==> src/ottf_params.svh <==
`ifndef OTTF_PARAMS_SVH
`define OTTF_PARAMS_SVH
`define OTTF_ADDR_W 16
`define OTTF_DATA_W 8
`define OTTF_FIFO_DEPTH 8
`define OTTF_CNT_W 4
`define OTTF_CNT_FULL 4'h8
`define OTTF_COF_DELAY 2'h2
`define OTTF_TRK_W 3
`define OTTF_TRK_ZERO 3'h0
`define OTTF_TRK_MSB 2
`define OTTF_DIR_WRITE 1'h0
`endif

==> src/ottf_pkg.sv <==
package ottf_pkg;
   typedef enum logic [3:0] {
      OTTF_A_ONLY = 4'h0,
      OTTF_A_OR_B = 4'h1,
      OTTF_A_THEN_B = 4'h2,
      OTTF_EVENT_B = 4'h3,
      OTTF_A_THEN_EVENT_B = 4'h4,
      OTTF_A_AND_DATA = 4'h5,
      OTTF_A_AND_NOT_DATA = 4'h6,
      OTTF_INSIDE = 4'h7,
      OTTF_OUTSIDE = 4'h8
   } ottf_mode_t;
   typedef enum logic [1:0] {
      OTTF_IDLE = 2'h0,
      OTTF_RUN = 2'h1,
      OTTF_DONE = 2'h2
   } ottf_state_t;
endpackage

==> src/ottf_fifo.sv <==
`timescale 1ns/100ps
`include "ottf_params.svh"
module ottf_fifo #(
   parameter int WIDTH = `OTTF_ADDR_W,
   parameter int DEPTH = `OTTF_FIFO_DEPTH,
   parameter int CW = `OTTF_CNT_W
) (
   // Clock, reset, enable and flush
   input wire logic clock_in,
   input wire logic rst_in,
   input wire logic ce_in,
   input wire logic flush_in,
   // Fill side
   input wire logic wr_valid_in,
   output logic wr_ready_out,
   input wire logic [WIDTH-1:0] wr_data_in,
   // Drain side
   output logic rd_valid_out,
   input wire logic rd_ready_in,
   output logic [WIDTH-1:0] rd_data_out,
   output logic [CW-1:0] count_out
);
   localparam int AW = $clog2(DEPTH);
   logic [WIDTH-1:0] mem [DEPTH];
   logic [AW-1:0] rp, wp, next_rp, next_wp;
   logic [CW-1:0] cnt, next_cnt;
   logic push, pop;
   always_comb begin
      push = wr_valid_in && wr_ready_out;
      pop = rd_valid_out && rd_ready_in;
      next_rp = rp;
      next_wp = wp;
      next_cnt = cnt;
      if (flush_in) begin
         next_rp = '0;
         next_wp = '0;
         next_cnt = '0;
      end else begin
         if (push) next_wp = (wp == AW'(DEPTH-1)) ? '0 : wp + 1'b1;
         if (pop) next_rp = (rp == AW'(DEPTH-1)) ? '0 : rp + 1'b1;
         if (push && !pop) next_cnt = cnt + 1'b1;
         if (pop && !push) next_cnt = cnt - 1'b1;
      end
   end
   always_ff @(posedge clock_in or posedge rst_in) begin
      if (rst_in) begin
         rp <= '0;
         wp <= '0;
         cnt <= '0;
      end else if (ce_in) begin
         rp <= next_rp;
         wp <= next_wp;
         cnt <= next_cnt;
      end
   end
   always_ff @(posedge clock_in) begin
      if (ce_in && push && !flush_in) mem[wp] <= wr_data_in;
   end
   assign wr_ready_out = (cnt != CW'(DEPTH)) || rd_ready_in;
   assign rd_valid_out = (cnt != '0);
   assign rd_data_out = mem[rp];
   assign count_out = cnt;
endmodule

==> src/ottf_core.sv <==
`timescale 1ns/100ps
`include "ottf_params.svh"
// Notes on behaviour
// - Two 16-bit comparators A and B, optionally direction and exec gated.
// - Each comparator ignores direction or needs a programmed direction.
// - Exec-qualified match triggers only when its opcode actually executes.
// - Comparators support >= and <= for inside and outside range modes.
// - All matches are suppressed during serial debug controller accesses.
// - A compares address; B compares address or 8-bit data by mode.
// - Data compare uses write bus if A direction-qualified as write.
// - Match may request break, store data, begin or end flow capture.
// - Eight-stage capture FIFO holds addresses or data.
// - Valid count tracks stored words; value 8 means full.
// - Manual halt before full leaves entries offset by one position.
// - High byte read first; low byte read advances the FIFO.
// - Event modes store 8-bit data; low byte read advances.
// - Flow addresses at or within two cycles after begin trigger dropped.
// - End trace stores a triggering flow event as last entry.
// - When not armed, low byte read loads last fetched opcode address.
// - Taken conditional branch stores its opcode address; always/never none.
// - Indirect jumps, calls, interrupts and returns store destination.
// - Force break: CPU finishes instruction, then acts on request.
// - Tag break raises break_tag_out on the trigger (A match in data modes); it waits for execution only when exec qualify is selected.
// - Each comparator has its own opcode tracker.
// - Arm sets active flag, clears hit flags and valid count.
module ottf_core #(
   parameter int TRK_DEPTH = `OTTF_TRK_W
) (
   // Clock, reset, enable
   input wire logic clock_in,
   input wire logic rst_in,
   input wire logic ce_in,
   // Setup
   input wire logic arm_write_in,
   input wire logic arm_value_in,
   input wire logic [3:0] trigger_mode_in,
   input wire logic begin_trace_in,
   input wire logic exec_qualify_select_in,
   input wire logic break_enable_in,
   input wire logic break_tag_in,
   input wire logic dir_qualify_enable_a_in,
   input wire logic dir_match_value_a_in,
   input wire logic dir_qualify_enable_b_in,
   input wire logic dir_match_value_b_in,
   input wire logic [15:0] compare_a_in,
   input wire logic [15:0] compare_b_in,
   // CPU bus
   input wire logic [15:0] cpu_addr_in,
   input wire logic cpu_read_in,
   input wire logic [7:0] cpu_rdata_in,
   input wire logic [7:0] cpu_wdata_in,
   input wire logic bus_cycle_in,
   input wire logic opcode_fetch_in,
   input wire logic opcode_exec_in,
   input wire logic queue_flush_in,
   input wire logic [15:0] last_opcode_addr_in,
   input wire logic cof_valid_in,
   input wire logic [15:0] cof_addr_in,
   input wire logic debug_access_in,
   // FIFO read ports
   input wire logic fifo_read_high_in,
   input wire logic fifo_read_low_in,
   // Status and requests
   output logic run_active_flag_out,
   output logic comparator_a_hit_flag_out,
   output logic comparator_b_hit_flag_out,
   output logic [3:0] fifo_valid_count_out,
   output logic [7:0] fifo_data_out,
   output logic break_force_out,
   output logic break_tag_out
);
   localparam int QW = $clog2(TRK_DEPTH + 1);
   ottf_pkg::ottf_state_t st, next_st;
   logic hit_a, hit_b, next_hit_a, next_hit_b, a_seen, next_a_seen;
   logic [1:0] hold, next_hold;
   logic [TRK_DEPTH-1:0] trk_a, trk_b, next_trk_a, next_trk_b;
   logic [7:0] dout, next_dout;
   logic bf, bt, next_bf, next_bt;
   logic [3:0] cnt_q;
   logic eq_a, eq_b, ge_a, le_b, dir_a, dir_b, d_eq, raw_a, raw_b;
   logic q_a, q_b, trig, ev_mode, full_mode, run_q, next_run;
   logic [QW-1:0] qn, next_qn;
   logic [7:0] dsel;
   logic [15:0] f_in, f_out;
   logic f_push, f_pop, f_rdy, f_vld, flush;
   ottf_pkg::ottf_mode_t mode;

   function automatic logic dir_ok(input logic en, input logic val,
                                   input logic rd);
      dir_ok = !en || (val == rd);
   endfunction

   // Opcode tracker: a mark joins the queue tail on fetch and leaves the
   // head on execute, so only an executed marked opcode can fire
   function automatic logic [TRK_DEPTH-1:0] trk_step(
      input logic [TRK_DEPTH-1:0] t, input logic [QW-1:0] n,
      input logic mark);
      logic [TRK_DEPTH-1:0] r;
      logic [QW-1:0] k;
      r = t;
      k = n;
      if (opcode_exec_in && n != '0) begin
         r = t >> 1;
         k = n - 1'b1;
      end
      if (opcode_fetch_in && k != QW'(TRK_DEPTH)) r[k] = mark;
      if (queue_flush_in) r = '0;
      trk_step = r;
   endfunction

   always_comb begin
      mode = ottf_pkg::ottf_mode_t'(trigger_mode_in);
      ev_mode = (mode == ottf_pkg::OTTF_EVENT_B) ||
                (mode == ottf_pkg::OTTF_A_THEN_EVENT_B);
      full_mode = (mode == ottf_pkg::OTTF_A_AND_DATA) ||
                  (mode == ottf_pkg::OTTF_A_AND_NOT_DATA);
      eq_a = cpu_addr_in == compare_a_in;
      eq_b = cpu_addr_in == compare_b_in;
      ge_a = cpu_addr_in >= compare_a_in;
      le_b = cpu_addr_in <= compare_b_in;
      dir_a = dir_ok(dir_qualify_enable_a_in, dir_match_value_a_in,
                     cpu_read_in);
      dir_b = dir_ok(dir_qualify_enable_b_in, dir_match_value_b_in,
                     cpu_read_in);
      dsel = (dir_qualify_enable_a_in &&
              dir_match_value_a_in == `OTTF_DIR_WRITE) ?
             cpu_wdata_in : cpu_rdata_in;
      d_eq = dsel == compare_b_in[7:0];
      raw_a = bus_cycle_in && !debug_access_in && dir_a;
      raw_b = bus_cycle_in && !debug_access_in && dir_b;
      unique case (mode)
         ottf_pkg::OTTF_INSIDE: begin
            raw_a = raw_a && ge_a && le_b;
            raw_b = 1'b0;
         end
         ottf_pkg::OTTF_OUTSIDE: begin
            raw_a = raw_a && !(ge_a && le_b);
            raw_b = 1'b0;
         end
         ottf_pkg::OTTF_A_AND_DATA,
         ottf_pkg::OTTF_A_AND_NOT_DATA: begin
            raw_b = raw_a && eq_a &&
                    (d_eq == (mode == ottf_pkg::OTTF_A_AND_DATA));
            raw_a = raw_a && eq_a;
         end
         default: begin
            raw_a = raw_a && eq_a;
            raw_b = raw_b && eq_b;
         end
      endcase
      next_trk_a = trk_step(trk_a, qn, raw_a && opcode_fetch_in);
      next_trk_b = trk_step(trk_b, qn, raw_b && opcode_fetch_in);
      next_qn = qn;
      if (opcode_exec_in && qn != '0) next_qn = qn - 1'b1;
      if (opcode_fetch_in && next_qn != QW'(TRK_DEPTH))
         next_qn = next_qn + 1'b1;
      if (queue_flush_in) next_qn = '0;
      q_a = exec_qualify_select_in ?
            (opcode_exec_in && trk_a[0]) : raw_a;
      q_b = exec_qualify_select_in ?
            (opcode_exec_in && trk_b[0]) : raw_b;
      unique case (mode)
         ottf_pkg::OTTF_A_ONLY, ottf_pkg::OTTF_INSIDE,
         ottf_pkg::OTTF_OUTSIDE: trig = q_a;
         ottf_pkg::OTTF_A_OR_B: trig = q_a || q_b;
         ottf_pkg::OTTF_A_THEN_B,
         ottf_pkg::OTTF_A_THEN_EVENT_B: trig = a_seen && q_b;
         ottf_pkg::OTTF_EVENT_B: trig = q_b;
         ottf_pkg::OTTF_A_AND_DATA,
         ottf_pkg::OTTF_A_AND_NOT_DATA: trig = q_b;
         default: trig = 1'b0;
      endcase
      next_st = st;
      next_hit_a = hit_a || (st == ottf_pkg::OTTF_RUN && q_a);
      next_hit_b = hit_b || (st == ottf_pkg::OTTF_RUN && q_b);
      next_a_seen = a_seen || (st == ottf_pkg::OTTF_RUN && q_a);
      next_hold = (hold != 2'h0) ? hold - 2'h1 : 2'h0;
      f_push = 1'b0;
      f_in = cof_addr_in;
      flush = 1'b0;
      unique case (st)
         ottf_pkg::OTTF_IDLE: begin
            if (fifo_read_low_in) begin
               f_push = 1'b1;
               f_in = last_opcode_addr_in;
            end
         end
         ottf_pkg::OTTF_RUN: begin
            if (ev_mode) begin
               f_push = trig;
               f_in = {8'h00, dsel};
            end else if (begin_trace_in) begin
               if (a_seen && !trig) f_push = cof_valid_in && hold == 2'h0;
               if (trig && !a_seen) next_hold = `OTTF_COF_DELAY;
            end else begin
               f_push = cof_valid_in;
               if (trig) next_st = ottf_pkg::OTTF_DONE;
            end
            if (cnt_q == `OTTF_CNT_FULL && (ev_mode || begin_trace_in))
               next_st = ottf_pkg::OTTF_DONE;
         end
         ottf_pkg::OTTF_DONE: ;
         default: next_st = ottf_pkg::OTTF_IDLE;
      endcase
      if (begin_trace_in && !ev_mode && st == ottf_pkg::OTTF_RUN &&
          trig) next_a_seen = 1'b1;
      if (arm_write_in && !arm_value_in)
         next_st = ottf_pkg::OTTF_IDLE;
      if (arm_write_in && arm_value_in) begin
         next_st = ottf_pkg::OTTF_RUN;
         next_hit_a = 1'b0;
         next_hit_b = 1'b0;
         next_a_seen = 1'b0;
         next_hold = 2'h0;
         flush = 1'b1;
      end
      if (!f_rdy) f_push = 1'b0;
      // While idle the FIFO fills as a delay line before it shifts
      f_pop = fifo_read_low_in && f_vld &&
              (st != ottf_pkg::OTTF_IDLE || cnt_q == `OTTF_CNT_FULL);
      next_dout = dout;
      if (fifo_read_high_in) next_dout = f_out[15:8];
      if (fifo_read_low_in) next_dout = f_out[7:0];
      next_bf = st == ottf_pkg::OTTF_RUN && break_enable_in &&
                !break_tag_in && trig;
      next_bt = st == ottf_pkg::OTTF_RUN && break_enable_in &&
                break_tag_in && (full_mode ? q_a : trig);
      next_run = (next_st == ottf_pkg::OTTF_RUN);
   end

   always_ff @(posedge clock_in or posedge rst_in) begin
      if (rst_in) begin
         st <= ottf_pkg::OTTF_IDLE;
         hit_a <= 1'b0;
         hit_b <= 1'b0;
         a_seen <= 1'b0;
         hold <= 2'h0;
         trk_a <= '0;
         trk_b <= '0;
         dout <= 8'h00;
         bf <= 1'b0;
         bt <= 1'b0;
         run_q <= 1'b0;
         qn <= '0;
      end else if (ce_in) begin
         st <= next_st;
         hit_a <= next_hit_a;
         hit_b <= next_hit_b;
         a_seen <= next_a_seen;
         hold <= next_hold;
         trk_a <= next_trk_a;
         trk_b <= next_trk_b;
         dout <= next_dout;
         bf <= next_bf;
         bt <= next_bt;
         run_q <= next_run;
         qn <= next_qn;
      end
   end

   ottf_fifo #(
      .WIDTH(`OTTF_ADDR_W),
      .DEPTH(`OTTF_FIFO_DEPTH),
      .CW(`OTTF_CNT_W)
   ) u_fifo (
      .clock_in(clock_in),
      .rst_in(rst_in),
      .ce_in(ce_in),
      .flush_in(flush),
      .wr_valid_in(f_push),
      .wr_ready_out(f_rdy),
      .wr_data_in(f_in),
      .rd_valid_out(f_vld),
      .rd_ready_in(f_pop),
      .rd_data_out(f_out),
      .count_out(cnt_q)
   );

   assign run_active_flag_out = run_q;
   assign comparator_a_hit_flag_out = hit_a;
   assign comparator_b_hit_flag_out = hit_b;
   assign fifo_valid_count_out = cnt_q;
   assign fifo_data_out = dout;
   assign break_force_out = bf;
   assign break_tag_out = bt;

   arm_clears_a: assert property (
      @(posedge clock_in) disable iff (rst_in)
      ce_in && arm_write_in && arm_value_in |=>
      !hit_a && !hit_b && cnt_q == 4'h0 && run_active_flag_out)
      else $error("arm did not clear flags");
   debug_mask_a: assert property (
      @(posedge clock_in) disable iff (rst_in)
      debug_access_in |-> !raw_a && !raw_b)
      else $error("match during debug access");
   count_max_a: assert property (
      @(posedge clock_in) disable iff (rst_in)
      cnt_q <= `OTTF_CNT_FULL)
      else $error("fifo count above full");
   force_break_a: assert property (
      @(posedge clock_in) disable iff (rst_in)
      ce_in && st == ottf_pkg::OTTF_RUN && break_enable_in &&
      !break_tag_in && trig |=> bf)
      else $error("force break missing");
   exec_gate_a: assert property (
      @(posedge clock_in) disable iff (rst_in)
      exec_qualify_select_in && !opcode_exec_in |-> !q_a && !q_b)
      else $error("exec trigger without execute");
   wdata_sel_a: assert property (
      @(posedge clock_in) disable iff (rst_in)
      dir_qualify_enable_a_in && !dir_match_value_a_in |->
      dsel == cpu_wdata_in)
      else $error("wrong data bus");
   cof_hold_a: assert property (
      @(posedge clock_in) disable iff (rst_in)
      ce_in && hold != 2'h0 && !ev_mode && !arm_write_in |=>
      $past(cnt_q) == cnt_q || $past(fifo_read_low_in))
      else $error("flow stored during delay");
   low_pop_a: assert property (
      @(posedge clock_in) disable iff (rst_in)
      fifo_read_low_in && f_vld && st != ottf_pkg::OTTF_IDLE |-> f_pop)
      else $error("low read did not advance");
   idle_fill_a: assert property (
      @(posedge clock_in) disable iff (rst_in)
      st == ottf_pkg::OTTF_IDLE && fifo_read_low_in |->
      f_pop == (cnt_q == `OTTF_CNT_FULL))
      else $error("idle read shifted wrongly");
   tag_break_a: assert property (
      @(posedge clock_in) disable iff (rst_in)
      ce_in && st == ottf_pkg::OTTF_RUN && break_enable_in &&
      break_tag_in && full_mode && q_a |=> bt)
      else $error("tag break missing");
   event_push_a: assert property (
      @(posedge clock_in) disable iff (rst_in)
      st == ottf_pkg::OTTF_RUN && ev_mode && trig && f_rdy |-> f_push)
      else $error("event data not stored");
   full_stop_a: assert property (
      @(posedge clock_in) disable iff (rst_in)
      ce_in && st == ottf_pkg::OTTF_RUN && (ev_mode || begin_trace_in) &&
      cnt_q == `OTTF_CNT_FULL && !arm_write_in |=> !run_active_flag_out)
      else $error("run did not end when full");
   queue_bound_a: assert property (
      @(posedge clock_in) disable iff (rst_in)
      qn <= QW'(TRK_DEPTH))
      else $error("tracker queue overrun");
endmodule

==> config.mk <==
export PLATFORM = sky130hd
export DESIGN_NAME = ottf_core
export DESIGN_NICKNAME = d
export VERILOG_FILES = /design/src/ottf_pkg.sv /design/src/ottf_fifo.sv /design/src/ottf_core.sv
export VERILOG_INCLUDE_DIRS = /design/src
export SDC_FILE = /design/constraint.sdc
export NUM_CORES = 1
export LEC_CHECK = 0
export ABC_AREA = 1
export ABC_CLOCK_PERIOD_IN_PS = 8950
export BUFFER_PORTS_ARGS = -buffer_cell sky130_fd_sc_hd__buf_2
export CELL_PAD_IN_SITES_DETAIL_PLACEMENT = 1
export CELL_PAD_IN_SITES_GLOBAL_PLACEMENT = 2
export CORE_ASPECT_RATIO = 0.8
export CORE_MARGIN = 8
export CORE_UTILIZATION = 38
export CTS_CLUSTER_DIAMETER = 120
export DETAILED_ROUTE_END_ITERATION = 8
export PLACE_DENSITY = 0.92
export SLEW_MARGIN = 0
export SYNTH_ARGS = -nofsm -noshare
export SYNTH_HDL_FRONTEND = slang
export SYNTH_SLANG_ARGS = --single-unit
==> constraint.sdc <==
create_clock -name clock_in -period 8.95 [get_ports clock_in]
set_input_delay 1.3425 -clock clock_in [delete_from_list [all_inputs] [get_ports clock_in]]
set_output_delay 1.3425 -clock clock_in [all_outputs]
set_load 0.005 [all_outputs]
==> impl_results.md, run 1 <==
* Sum of negative setup slack at 0 ns
* Pwr Density at 232 nW/um^2
* Largest net degree at the start of global routing at 67
* WP data arrival at 4.80 ns
* Asr flop ratio synth at 22.0%
* Setup Viol. Count Final at 0
* # diodes at 0
* Wire per inst at 19.8 microns
* Portion of netlist area occupied by mux cells at 0.746%
* Bufs and invs on worst path at 3
* Synth Cell Area at 8890 sq um
* CP max stage delay at 0.71 ns
* Largest area contributor in the netlist: edfxtp_1
* Nets@finish at 1261
* Htree depth at 4
* Commonest cells post-synth: nand2_1, edfxtp_1, inv_1
* First-pass GRT wire length at 44800 microns
* Sequential share of the synthesized area at 53.4%
* CP top delay family: simple AND/OR/NAND/NOR gates
* Area Overhead vs Synth at 18.1%
* CTS Root Cell: clkbuf_16
* Area fraction of the dominant cell type after synthesis at 43.3%
* # resized after CTS at 0
* Pre-antenna DRT Iters at 5
* Leak at 4.57 nW
* Final HPWL DP at 20100 microns
* Worst path most repeated cell: nand2_1
* Gpl congestion at 0.869
* Post-synthesis simple-gate area fraction at 18.1%
* Mapped Cells at 963
* Worst skew pair latency at 0.44 ns
* Ranking of synthesized cells by area: edfxtp_1, dfrtp_1, nand2_1, o21ai_0, ha_1
* CTS Buf Count at 17
* Setup repair bufs after CTS at 0
* Share of layout cells above drive strength 1 at 19.1%
* Synth Warn # at 0
* Register bit count reported by yosys at 164
* Fmax at 215 MHz
* RSZ-0062 raised after global routing: false
* Clock-pin slew on the worst setup and hold paths at 0.07 ns
* Xor/xnor share of the synthesized area at 0.197%
* Hold-fix buffers at CTS at 0
* Synth Area in Compound Gates at 14.2%
* Outcome: finished, final reports clean
* DRC errors left at 0
* GR Util All Layers at 19.8%
* CTS tree: yes
* Final Max Slew Viols at 0
* Via count at 7504
* Worst Hold Class: flop to flop
* CTS max path bufs at 2
* Worst slew pin tran at 1.11 ns
* Final wirelength at 28100 microns
* Max-cap violations at 0
* Die ar. at 28600 sq um
* Post-synth EDFFs at 128
* CP Max Fanout at 9
* Initial Utilization at 38.3%
* Initial antenna violation count at 1
* Syn_nets at 1129
* Core Rows at 50
* Critical Path RT at 9.09 ns
* Slowest CP cell: nor2_1
* Hold WS at 0.486 ns
* Vias per cell at 5.28
* Yosys cell types at 43
* Horiz. Die Dim at 187 microns
* Crit path kind: input port to flop
* Top-count cell post-synth: nand2_1
* Final Hold Vio Count at 0
* Buffers on Ports at 138
* Via count of the first global-routing pass at 8129
* Post-DRT Antenna Nets at 0
* Post-synthesis adder-cell area fraction at 6.28%
* Io pins at 139
* Top_reg_cell synth: edfxtp_1
* Grt total ovfl at 0
* Core area at 23200 sq um
* Clk sinks at 164
* Die outline height at 153 microns
* Period Utilization, post-route at 52.1%
* Largest family of logic cells by synthesized area: simple AND/OR/NAND/NOR gates
* Syn_area_per_cell at 9.23 sq um
* Max VDD drop at 0.146 mV
* Min Clock Period, post-route at 4.66 ns
* Initial detailed-routing violation count at 520
* Clock skew at 0.0186 ns
* Worst setup SP type: input port
* Worst setup EP type: flop
* Max-Slew Margin vs Limit at 26.2%
* R2R setup slack at 5.11 ns
[final timing paths]
kind,start,end,cells past startpoint
setup / recovery,compare_b_in[7],u_fifo.mem[4][11]$_DFFE_PP_,26
hold / removal,run_active_flag_out$_DFFE_PP0P_,run_active_flag_out$_DFFE_PP0P_,2
setup reg to reg,st[1]$_DFFE_PP0P_,u_fifo.mem[4][11]$_DFFE_PP_,8
hold reg to reg,run_active_flag_out$_DFFE_PP0P_,run_active_flag_out$_DFFE_PP0P_,2
max in group asynchronous,rst_in,fifo_data_out[4]$_DFFE_PP0P_,3
min in group asynchronous,rst_in,qn[1]$_DFFE_PP0P_,3
[kinds of logic (layout without fill, tap and decap cells)]
family,count (synthesis),in the layout
simple gates,371,371
compound gates,210,210
buf+inv,166,311
flops,164,164
fa+ha+maj,44,44
mux,6,6
xor+xnor,2,2
[worst min-delay path, delay by kind of cell (launching register included)]
| kind | cells | cell delay (ns) |
|---|---|---|
| DFF | 1 | 0.34 |
| and+or+nand+nor | 2 | 0.11 |
[power by group]
part | switching, mW | internal (mW) | total (mW)
sequential | 0.0504 | 0.917 | 0.967
combinational | 0.516 | 0.236 | 0.751
clock | 0.328 | 0.388 | 0.716
total | 0.894 | 1.54 | 2.43
[metrics by stage]
stage                     setup WS, ns  instances  total power [mW]  cell area (sq um)  util [%]
after floorplan                   4.19        963              1.44               8890         -
after global placement            4.12       1388              1.70               9940      42.8
after detailed placement          3.87       1388              1.73               9940      42.8
after CTS                         4.32       1420              2.45              10500      45.2
after global routing              3.91       1420              2.57              10500      45.2
final                             4.29       1420              2.43              10500      45.2
[state kept, by name, indices dropped and copies added, names as in the netlist, 3 cells and up]
signal / count
u_fifo.mem: 128
fifo_data_out: 8
u_fifo.count_out: 4
trk_a: 3
trk_b: 3
u_fifo.rp: 3
u_fifo.wp: 3
[layout make-up]
type	instances	area (sq um)
Clock buffer	20	437
Clock inverter	12	120
Fill cell	2722	12700
Inverter	131	492
Multi-Input combinational cell	633	3550
Sequential cell	164	4740
Tap cell	312	390
Timing Repair Buffer	148	766
[cells in the final DEF, fill, tap and decap left out, drive strengths merged, types with 2 or more instances in the layout]
cell type,netlist,final
a22oi,3,3
o22ai,16,16
nor2,123,123
nand3b,3,3
clkbuf,34,20
dfrtp,36,36
o2bb2ai,2,2
nand4,3,3
o31ai,2,2
clkinvlp,0,4
a32oi,7,7
a31oi,5,5
nand3,64,64
nor3,10,10
o21ai,111,111
nand2,167,167
mux2,5,5
o21bai,2,2
buf,1,148
o21a,2,2
inv,129,134
o221ai,22,22
clkinv,2,4
ha,43,43
o211ai,12,12
edfxtp,128,128
xor2,2,2
a21oi,21,21
[metal layers]
metal  up-vias  global-route usage, %  wire (microns)
li1       3585                      -               -
met1      3669                   25.5           12600
met2       228                   33.4           13400
met3        20                   5.08            1830
met4         2                   4.00             265
met5         -                      0               8
(Power assumes the default switching activity.)
==> run 2: changes to the inputs <==
--- a/config.mk
+++ b/config.mk
@@ -7,16 +7,16 @@
 export NUM_CORES = 1
 export LEC_CHECK = 0
 export ABC_AREA = 1
-export ABC_CLOCK_PERIOD_IN_PS = 8950
+export ABC_CLOCK_PERIOD_IN_PS = 4850
 export BUFFER_PORTS_ARGS = -buffer_cell sky130_fd_sc_hd__buf_2
 export CELL_PAD_IN_SITES_DETAIL_PLACEMENT = 1
 export CELL_PAD_IN_SITES_GLOBAL_PLACEMENT = 2
 export CORE_ASPECT_RATIO = 0.8
 export CORE_MARGIN = 8
-export CORE_UTILIZATION = 38
+export CORE_UTILIZATION = 35
 export CTS_CLUSTER_DIAMETER = 120
 export DETAILED_ROUTE_END_ITERATION = 8
-export PLACE_DENSITY = 0.92
+export PLACE_DENSITY = 0.86
 export SLEW_MARGIN = 0
 export SYNTH_ARGS = -nofsm -noshare
 export SYNTH_HDL_FRONTEND = slang
==> constraint.sdc (replaced) <==
create_clock -name clock_in -period 4.85 [get_ports clock_in]
set_input_delay 0.7275 -clock clock_in [delete_from_list [all_inputs] [get_ports clock_in]]
set_output_delay 0.7275 -clock clock_in [all_outputs]
set_load 0.005 [all_outputs]
==> impl_results.md, run 2 (synthesized netlist as in run 1, its figures left out) <==
* Outcome: finished, final reports clean
* Io pins at 139 (unchanged)
* Sum of negative setup slack at 0 ns (unchanged)
* Pwr Density at 421 nW/um^2 (+81%)
* Layout Cells excl Fill at 1444 (+1.7%)
* Clock skew at 0.0139 ns (-0.00472 ns)
* Critical Path Sink: u_fifo.count_out[3]$_DFFE_PP0P_
* Placed cell areas at 10000 sq um (+0.78%)
* Largest net degree at the start of global routing at 66 (-1.5%)
* DP Cell Count at 1411 (+1.7%)
* Worst setup SP type: input port
* Fmax at 274 MHz
* Grt total ovfl at 0 (unchanged)
* Vias per cell at 5.20 (-1.6%)
* Core area at 25100 sq um (+8.2%)
* CTS Buf Count at 17 (unchanged)
* Post-DRT Antenna Nets at 0 (unchanged)
* RSZ-0062 raised after global routing: false
* # resized after CTS at 0 (unchanged)
* Final wirelength at 27700 microns (-1.5%)
* Worst reg2reg path endpoint: trk_b[2]$_DFFE_PP0P_
* Design area at 10600 sq um (+0.80%)
* Worst setup EP type: flop
* Horiz. Die Dim at 194 microns (+3.8%)
* Hold-fix buffers at CTS at 0 (unchanged)
* Max-Slew Margin vs Limit at 47.7% (+21 points)
* Buffers on Ports at 138 (unchanged)
* Die outline height at 159 microns (+3.8%)
* CTS max path bufs at 2 (unchanged)
* CTS Root Cell: clkbuf_16
* Core Rows at 52 (+4.0%)
* Via count of the first global-routing pass at 8025 (-1.3%)
* Min Clock Period, post-route at 3.65 ns
* GR Util All Layers at 18.3% (-1.6 points)
* WP data arrival at 3.97 ns (-0.83 ns)
* Total power draw at 4.45 mW (+83%)
* Biggest register: u_fifo.mem
* Worst skew pair latency at 0.43 ns (about the same)
* Number of flip-flops in the largest register at 128 (unchanged)
* CP Launch Point: compare_b_in[7]
* Clock-pin slew on the worst setup and hold paths at 0.07 ns (about the same)
* Commonest cells after routing, fill and taps aside: nand2_1, buf_2, edfxtp_1, inv_1, nor2_1
* CTS tree: yes
* R2R Path Start: qn[0]$_DFFE_PP0P_
* Initial detailed-routing violation count at 459 (-12%)
* Wire per inst at 19.2 microns (-3.1%)
* First-pass GRT wire length at 43700 microns (-2.3%)
* Period Utilization, post-route at 75.3%
* Nets@finish at 1272 (+0.87%)
* Pre-antenna DRT Iters at 5 (unchanged)
* Worst slew pin tran at 0.782 ns (-0.324 ns)
* Area Overhead vs Synth at 19.1%
* Final HPWL DP at 20000 microns (-0.12%)
* CP max stage delay at 0.29 ns (-0.42 ns)
* Final Max Slew Viols at 0 (unchanged)
* Setup repair bufs after CTS at 0 (unchanged)
* Hold WS at 0.416 ns (-0.0693 ns)
* Register-to-Register Path Depth at 12 (+4)
* Final Hold Vio Count at 0 (unchanged)
* Clk sinks at 164 (unchanged)
* Slowest CP cell: ha_1
* Via count at 7511 (+0.093%)
* Share of layout cells above drive strength 1 at 19.7% (+0.62 points)
* Worst path most repeated cell: nand2_1
* R2R setup slack at 1.68 ns (-3.43 ns)
* Setup Viol. Count Final at 0 (unchanged)
* Initial Utilization at 35.4% (-2.9 points)
* Fillers at 2967 (+9.0%)
* Leak at 4.65 nW (+1.6%)
* DRC errors left at 0 (unchanged)
* Htree depth at 4 (unchanged)
* Critical Path RT at 5.17 ns (-3.92 ns)
* Max VDD drop at 0.322 mV (+120%)
* CP Max Fanout at 5 (-4)
* Max-cap violations at 0 (unchanged)
* Crit path kind: input port to flop
* Initial antenna violation count at 4 (+3)
* Worst Hold Class: input port to asynchronous set/reset pin
* Gpl congestion at 0.838 (-3.5%)
* Die ar. at 30800 sq um (+7.7%)
* Most common cell after layout, fill and taps aside: nand2_1
[run 2: cell count changes in the layout (fill, tap and decap cells not counted), sizes merged]
| cell | delta |
|---|---|
| inv | -1 |
| clkinvlp | -3 |
| buf | +11 |
| diode | +1 |
| clkbuf | -1 |
| clkinv | +5 |
[run 2: where the power goes]
part           leakage, nW  switching, mW  internal, mW
clock network        0.276          0.593         0.717
registers             1.63         0.0766          1.69
logic                 2.75          0.925         0.448
total                 4.65           1.59          2.86
[run 2: through the flow]
step | worst slack (ns) | util (%)
floorplan | 0.701 | -
global placement | 0.928 | 39.9
detailed placement | 0.781 | 39.9
CTS | 1.22 | 42.1
global route | 0.802 | 42.1
finish | 1.20 | 42.1
[run 2: how the worst min path moves through the flow]
| stage | slack (ns) | cells past startpoint | to |
|---|---|---|---|
| 6_report | 0.42 | 3 | qn[1]$_DFFE_PP0P_ |
| 5_1_grt | 0.47 | 3 | qn[0]$_DFFE_PP0P_ |
| 4_1_cts | 0.43 | 3 | qn[1]$_DFFE_PP0P_ |
| 3_5_place_dp | 0.46 | 2 | run_active_flag_out$_DFFE_PP0P_ |
| 3_3_place_gp | 0.47 | 2 | run_active_flag_out$_DFFE_PP0P_ |
| 2_1_floorplan | 0.47 | 2 | run_active_flag_out$_DFFE_PP0P_ |
[run 2: area by class of cell]
type                       instances  area, sq um  share of cell area [%]
timing repair buffer             159          848                    8.02
multi-input combinational        633         3530                    33.4
tap                              324          405                    3.83
sequential                       164         4740                    44.8
antenna                            1         2.50                  0.0236
inverter                         131          492                    4.65
clock buffer                      19          433                    4.09
clock inverter                    13          128                    1.21
[run 2: layer usage]
metal  vias to the layer above  share of wire, %  wire length, microns  track usage, %
li1                       3616                 -                     -               -
met3                        29               6.3                  1740            5.56
met4                         6               1.3                   363            4.68
met5                         -              0.13                    35               0
met1                      3674                46                 12800            23.0
met2                       186                46                 12800            30.5
[run 2: worst max-delay path: cells and delay by family]
kind            cells  cell delay [ns]
xor+xnor            1             0.19
compound gates      2             0.26
fa+ha+maj           2             0.57
buf+inv             3             0.30
simple gates       22             1.91
